File: src/hdl/pll_cfg_regs.svh
/*
 * register offsets, field positions, reset values and byte counts
 * for the pll and core regulator configuration block.
 * assumes: included by bare name from the package and design files.
 */
`ifndef PLL_CFG_REGS_SVH
`define PLL_CFG_REGS_SVH

// ****************************************************************
// register addresses on the serial control bus
// ****************************************************************
`define REGULATOR_ADDR 16'h4001
`define PLL_ADDR 16'h4002

// ****************************************************************
// field positions
// ****************************************************************
`define REG_LEVEL_HI 2
`define REG_LEVEL_LO 1
`define PLL_LOCK_BIT 1

// ****************************************************************
// reset values and write masks
// ****************************************************************
`define REGULATOR_RESET 8'h02
`define REGULATOR_WMASK 8'h06
`define PLL_RESET 48'h0753_0287_1901
`define PLL_WMASK 48'hFFFF_FFFF_7F01
`define PLL_BYTES 3'h6

`endif
File: src/hdl/pll_cfg_pkg.sv
/*
 * types shared by the pll configuration block and its burst collector.
 * assumes: pll_cfg_regs.svh on the include path.
 */
package pll_cfg_pkg;
  `include "pll_cfg_regs.svh"

  // ****************************************************************
  // stored 48-bit pll settings word
  // ****************************************************************
  typedef struct packed {
    logic [15:0] den;
    logic [15:0] num;
    logic rsv15;
    logic [3:0] mult;
    logic [1:0] xdiv_code;
    logic fractional;
    logic [5:0] rsv_lo;
    logic lock;
    logic enable;
  } pll_word_s;

  // ****************************************************************
  // settings as applied to the analog pll
  // ****************************************************************
  typedef struct packed {
    logic enable;
    logic fractional;
    logic [2:0] xdiv;
    logic [3:0] mult;
    logic [15:0] num;
    logic [15:0] den;
  } pll_apply_s;

  // ****************************************************************
  // one beat from the serial control front end
  // ****************************************************************
  typedef struct packed {
    logic start;
    logic wr;
    logic rd;
    logic stop;
    logic [15:0] addr;
    logic [7:0] wdata;
  } ctl_beat_s;

  // input divider code to divisor value (code 0 passes undivided)
  function automatic logic [2:0] xdiv_value(input logic [1:0] code);
    xdiv_value = {1'b0, code} + 3'h1;
  endfunction
endpackage

File: src/hdl/pll_and_regulator_config.sv
/*
 * pll and core regulator configuration registers behind the serial
 * control bus front end; drives the pll and regulator settings.
 * assumes: control beats come from logic on clk_i; the lock pin comes
 * from the analog pll and is asynchronous.
 */
`include "pll_cfg_regs.svh"

// Overview of operation
// - pll settings bit 0 turns the pll on or off; resets to on.
// - regulator bits 2:1 pick 1.5, 1.4, 1.6, 1.7 volts; reset 01.
// - denominator is 16 bits in bits 47:32, reset 0x0753.
// - numerator is 16 bits in bits 31:16, reset 0x0287.
// - integer multiplier bits 14:11, values 2 to 8, reset 3; software keeps range.
// - pre-divider bits 10:9 divide reference by 1, 2, 3 or 4; reset 00.
// - bit 1 is read-only sticky lock flag; writes ignored.
// - bit 8 selects fractional or integer-n; integer-n forces fraction zero.
// - all six pll bytes come in one burst; applied only as a whole.
// - pll output is reference over divider times multiplier plus num over den.
module pll_and_regulator_config (
  // clock and reset
  input wire logic clk_i,
  input wire logic rst_n_i,
  // control bus beats
  input wire pll_cfg_pkg::ctl_beat_s ctl_i,
  output logic [7:0] rd_data_o,
  output logic rd_valid_o,
  // analog side
  input wire logic pll_lock_pin_i,
  output pll_cfg_pkg::pll_apply_s pll_o,
  output logic [1:0] core_regulator_out_o
);
  import pll_cfg_pkg::*;

  logic [15:0] ptr_r;
  logic [2:0] rd_idx_r;
  logic [7:0] reg_ctl_r;
  pll_word_s pll_r;
  pll_apply_s apply_r;
  logic lock_s1_r;
  logic lock_s2_r;
  logic lock_r;
  logic [7:0] rd_data_r;
  logic rd_valid_r;
  logic [47:0] staged;
  logic complete;

  // ****************************************************************
  // address decode
  // ****************************************************************
  wire hit_reg = (ptr_r == `REGULATOR_ADDR);
  wire hit_pll = (ptr_r == `PLL_ADDR);
  wire reg_we = ctl_i.wr && hit_reg;
  wire pll_we = ctl_i.wr && hit_pll;
  // bus stop with a full six-byte set is the only way in
  wire apply = ctl_i.stop && hit_pll && complete;
  wire [47:0] pll_view = {pll_r[47:2], lock_r, pll_r.enable};
  wire [2:0] rd_sel = 3'h5 - rd_idx_r;
  wire [47:0] pll_shift = pll_view >> {rd_sel, 3'b000};
  wire [7:0] rd_byte = hit_reg ? reg_ctl_r : (hit_pll ? pll_shift[7:0] : 8'h00);
  wire [47:0] pll_nxt = (pll_r & ~`PLL_WMASK) | (staged & `PLL_WMASK);

  // ****************************************************************
  // burst collector
  // ****************************************************************
  pll_burst_collect u_collect (
    .clk_i(clk_i),
    .rst_n_i(rst_n_i),
    .restart_i(ctl_i.start),
    .byte_we_i(pll_we),
    .byte_i(ctl_i.wdata),
    .word_o(staged),
    .complete_o(complete)
  );

  // ****************************************************************
  // address pointer
  // ****************************************************************
  // the pll register keeps the pointer; other addresses advance
  always_ff @(posedge clk_i or negedge rst_n_i) begin
    if (!rst_n_i) ptr_r <= 16'h0000;
    else if (ctl_i.start) ptr_r <= ctl_i.addr;
    else if ((ctl_i.wr || ctl_i.rd) && !hit_pll) ptr_r <= ptr_r + 16'h0001;
  end

  // read byte index inside the pll register
  always_ff @(posedge clk_i or negedge rst_n_i) begin
    if (!rst_n_i) rd_idx_r <= 3'h0;
    else if (ctl_i.start) rd_idx_r <= 3'h0;
    else if (ctl_i.rd && hit_pll && rd_idx_r != 3'h5) rd_idx_r <= rd_idx_r + 3'h1;
  end

  // ****************************************************************
  // regulator control
  // ****************************************************************
  // level write
  always_ff @(posedge clk_i or negedge rst_n_i) begin
    if (!rst_n_i) reg_ctl_r <= `REGULATOR_RESET;
    else if (reg_we) reg_ctl_r <= ctl_i.wdata & `REGULATOR_WMASK;
  end

  // ****************************************************************
  // pll settings
  // ****************************************************************
  // whole-set update
  always_ff @(posedge clk_i or negedge rst_n_i) begin
    if (!rst_n_i) pll_r <= `PLL_RESET;
    else if (apply) pll_r <= pll_nxt;
  end

  always_ff @(posedge clk_i or negedge rst_n_i) begin
    if (!rst_n_i) begin
      apply_r <= '0;
    end else begin
      apply_r.enable <= pll_r.enable;
      apply_r.fractional <= pll_r.fractional;
      apply_r.xdiv <= xdiv_value(pll_r.xdiv_code);
      apply_r.mult <= pll_r.mult;
      apply_r.num <= pll_r.fractional ? pll_r.num : 16'h0000;
      apply_r.den <= pll_r.den;
    end
  end

  // ****************************************************************
  // lock flag
  // ****************************************************************
  // pin synchroniser
  always_ff @(posedge clk_i or negedge rst_n_i) begin
    if (!rst_n_i) begin
      lock_s1_r <= 1'b0;
      lock_s2_r <= 1'b0;
    end else begin
      lock_s1_r <= pll_lock_pin_i;
      lock_s2_r <= lock_s1_r;
    end
  end

  always_ff @(posedge clk_i or negedge rst_n_i) begin
    if (!rst_n_i) lock_r <= 1'b0;
    else if (lock_s2_r) lock_r <= 1'b1;
  end

  // ****************************************************************
  // read port
  // ****************************************************************
  // registered read byte; valid is a one-cycle pulse
  always_ff @(posedge clk_i or negedge rst_n_i) begin
    if (!rst_n_i) begin
      rd_data_r <= 8'h00;
      rd_valid_r <= 1'b0;
    end else begin
      rd_valid_r <= ctl_i.rd;
      if (ctl_i.rd) rd_data_r <= rd_byte;
    end
  end

  assign rd_data_o = rd_data_r;
  assign rd_valid_o = rd_valid_r;
  assign pll_o = apply_r;
  assign core_regulator_out_o = reg_ctl_r[`REG_LEVEL_HI:`REG_LEVEL_LO];
endmodule // pll_and_regulator_config

File: src/hdl/pll_burst_collect.sv
/*
 * collects the bytes of one burst aimed at the pll register, most
 * significant byte first, and flags a burst of exactly six bytes.
 * assumes: restart pulses at the start of every burst.
 */
`include "pll_cfg_regs.svh"

module pll_burst_collect (
  // clock and reset
  input wire logic clk_i,
  input wire logic rst_n_i,
  // byte stream
  input wire logic restart_i,
  input wire logic byte_we_i,
  input wire logic [7:0] byte_i,
  // assembled word
  output logic [47:0] word_o,
  output logic complete_o
);
  import pll_cfg_pkg::*;

  logic [2:0] count_r;
  logic over_r;
  logic [47:0] word_r;

  // ****************************************************************
  // byte shift and count
  // ****************************************************************
  // more than six bytes spoils the burst until the next restart
  always_ff @(posedge clk_i or negedge rst_n_i) begin
    if (!rst_n_i) begin
      count_r <= 3'h0;
      over_r <= 1'b0;
      word_r <= 48'h0;
    end else if (restart_i) begin
      count_r <= 3'h0;
      over_r <= 1'b0;
    end else if (byte_we_i) begin
      word_r <= {word_r[39:0], byte_i};
      if (count_r == `PLL_BYTES) over_r <= 1'b1;
      else count_r <= count_r + 3'h1;
    end
  end

  assign word_o = word_r;
  assign complete_o = (count_r == `PLL_BYTES) && !over_r;
endmodule // pll_burst_collect

File: config.mk
export PLATFORM = sky130hd
export DESIGN_NAME = pll_and_regulator_config
export DESIGN_NICKNAME = d
export VERILOG_FILES = /design/src/hdl/pll_cfg_pkg.sv /design/src/hdl/pll_and_regulator_config.sv /design/src/hdl/pll_burst_collect.sv
export VERILOG_INCLUDE_DIRS = /design/src /design/src/hdl
export SDC_FILE = /design/constraint.sdc
export NUM_CORES = 1
export LEC_CHECK = 0
export BUFFER_PORTS_ARGS = -buffer_cell sky130_fd_sc_hd__buf_2
export CORE_ASPECT_RATIO = 1.4
export CORE_UTILIZATION = 48
export CTS_CLUSTER_DIAMETER = 50
export CTS_CLUSTER_SIZE = 25
export DETAILED_ROUTE_END_ITERATION = 7
export PLACE_DENSITY = 0.66
export SETUP_SLACK_MARGIN = 0.05
export SKIP_CTS_REPAIR_TIMING = 1
export SYNTH_ARGS = -nofsm -noshare
export SYNTH_HDL_FRONTEND = slang
export SYNTH_SLANG_ARGS = --single-unit
File: constraint.sdc
create_clock -name clk_i -period 3.8 [get_ports clk_i]
set_input_delay 0.19 -clock clk_i [delete_from_list [all_inputs] [get_ports clk_i]]
set_output_delay 0.19 -clock clk_i [all_outputs]
set_load 0.02 [all_outputs]
==> impl_metrics.tcl <==
set metrics [dict create \
    first_global_vias 4325 \
    ir_drop_mv 0.2522 \
    synthArstFlopShare 1.000 \
    drtAntennaViolNets 0 \
    finalInstanceArea_um2 7969 \
    fin_skew_ps 11.29 \
    die_h_um 141.8 \
    seq_area_frac_synth 0.6229 \
    firstDrtPassIters 4 \
    crit_path_start_kind "flip-flop" \
    final_util 0.5897 \
    leakagePower_nw 3.979 \
    synth_flop_cell "dfrtp_1" \
    initialDrtViolationCount 183 \
    yosys.area_share.simple 0.08792 \
    fp-row-count 50 \
    track_usage 0.2052 \
    setup-tns-final_ps 0 \
    dp.cells 742 \
    drive_gt1_frac 0.2433 \
    fmax_mhz 375.1 \
    rsz0062_at_grt "false" \
    setup_viol 0 \
    dieArea_um2 14450 \
    synthCells 499 \
    grt_max_degree 118 \
    synth_top_family_by_area "multiplexers" \
    root_buffer "clkbuf_16" \
    antenna_found_initial 0 \
    synth-edff-count 0 \
    viasPerCell 5.285 \
    die_w_um 101.9 \
    clock_path_buffers 2 \
    dp_slack_ps 1200 \
    tightest_slew_ps 1061 \
    drt-total-wl_um 13510 \
    area_growth_pct 18.89 \
    io-pin-count 83 \
    synth.largest_area_cell "dfrtp_1" \
    crit_fanout 40 \
    hold_class "input port to async pin" \
    cp_data_required_time_ps 4090 \
    hold_violations 99 \
    maxSlewViolCount 0 \
    portBuffers 82 \
    status "finished, violations left" \
    relSlewSlack 0.2924 \
    nFillCells 1132 \
    place_area_um2 7295 \
    cts_num_sinks 166 \
    design.core.area_um2 13510 \
    drc 0 \
    synth-compound-area-share 0.05245 \
    synthAdderAreaFrac 0.01493 \
    initial_core_util 0.4960 \
    htree_levels 4 \
    dr_total_vias 4133 \
    synth_cell_types 45 \
    yosysWarnings 0 \
    layout_min_cycle_time_ps 2666 \
    worstSetupPathType "flip-flop to flip-flop" \
    wire_per_inst_um 17.28 \
    synthTopCellsByCount "149 x dfrtp_1, 90 x mux2_1, 26 x o21ai_0" \
    grt_pass1_wl_um 22390 \
    fin_ws_ps 1134 \
    end_kind "flip-flop" \
    cts_tree "built" \
    powerDensity_nw_per_um2 458.2 \
    synth.area.mux_share 0.1803 \
    failed_checks "hold timing" \
    ys_top_cells_by_area "dfrtp_1 56%, mux2_1 15%, dfstp_2 6.7%" \
    instances_no_fill 782 \
    gp_congestion 0.8350 \
    syn-num-nets 538 \
    syn_area_um2 6703 \
    fin_nets 626 \
    finalCritPeriodShare 0.7015 \
    syn_area_per_cell_um2 13.43 \
    yosys.cell_count.top_type "dfrtp_1" \
    dp_hpwl_um 8601 \
    grt-ovfl-total 0 \
    yosys.area.top_type_share 0.5563 \
    path_clk_slew_ps 70 \
    ys_ff_latch 166 \
    hold_slack_ps -46.98 \
    worstPathArrival_ps 2960 \
    yosys.area_share.xor_xnor 0.01307 \
    cap_viol_max_count 0 \
    cts-buffers-inserted 17 \
    insertion_delay_ps 420 \
    diodes 0 \
]
==> power breakdown <==
| group | switching (W) | total [W] | internal [W] | leakage, nW |
|---|---|---|---|---|
| registers | 0.0000275 | 0.00182 | 0.00179 | 2.21 |
| clock network | 0.000714 | 0.00170 | 0.000986 | 0.295 |
| logic | 0.0000861 | 0.000136 | 0.0000504 | 1.48 |
==> through the flow <==
stage	hold WS, ps	power (W)
2_1_floorplan	-105.6	0.001905
3_3_place_gp	302.2	0.001975
3_5_place_dp	304.5	0.001980
4_1_cts	-137.3	0.003693
5_1_grt	5.861	0.003791
6_report	-46.98	0.003652
==> logic make-up (layout without fill, tap and decap cells) <==
logic type,Yosys count,in the layout
AOI/OAI and AO/OA,62,62
xor gates and xnor gates,10,10
adders and majority gates,8,8
buffers and inverters,45,146
DFF,166,166
muxes,107,107
and+or+nand+nor,101,101
==> sequential cells by signal (all words and copies together) (netlist names) <==
register           flops
pll_o                 41
lock_s2_r              1
u_collect.word_o      48
u_collect.over_r       1
pll_r                 40
u_collect.count_r      3
rd_data_o              8
reg_ctl_r              2
rd_idx_r               3
lock_s1_r              1
lock_r                 1
rd_valid_o             1
ptr_r                 16
==> cell type report <==
type                       count  area (µm²)  area share
sequential                   166        4175      0.5239
tap                          182       227.7     0.02858
clock inverter                11       113.9     0.01429
clock buffer                  21       480.5     0.06029
multi-input combinational    288        2354      0.2953
timing repair buffer          95       546.8     0.06861
inverter                      19       71.32    0.008950
==> cells in the final DEF, fill, tap and decap left out, drive strengths merged, types with 8 or more instances in the layout <==
| cell | instances |
|---|---|
| a21oi | 8 |
| nor4 | 9 |
| clkbuf | 21 |
| nand2 | 21 |
| dfstp | 17 |
| nor2 | 12 |
| xnor2 | 10 |
| ha | 8 |
| and2 | 17 |
| dfrtp | 149 |
| nand3 | 9 |
| o21ai | 34 |
| mux2i | 15 |
| mux2 | 90 |
| dlygate4sd3 | 8 |
| buf | 87 |
| inv | 23 |
==> metal layers <==
metal  track usage  share of wire
met1        0.2614           0.45
met2        0.3428           0.50
met3       0.04483          0.037
met4       0.07368          0.011
met5             0              0
==> path summary, 6_finish.rpt <==
check                           startpoint  cells past startpoint  slack, ps        end
worst max-delay path              ptr_r[6]                      5       1130  pll_r[31]
worst min-delay path               rst_n_i                      1        -50  pll_o[38]
worst max register to register    ptr_r[6]                      5       1130  pll_r[31]
worst min register to register   lock_s1_r                      0        350  lock_s2_r
max in group asynchronous          rst_n_i                      2       2940  pll_r[11]
min in group clk_i               ctl_i[11]                      3        -10   ptr_r[3]
==> worst max-delay path: stages, from the launching register on <==
cell and delay, ps:
dfrtp_1 440, nor4_2 530, nand4_2 350, nor4b_4 290, buf_4 520, mux2_1 390
(Power assumes the default switching activity.)
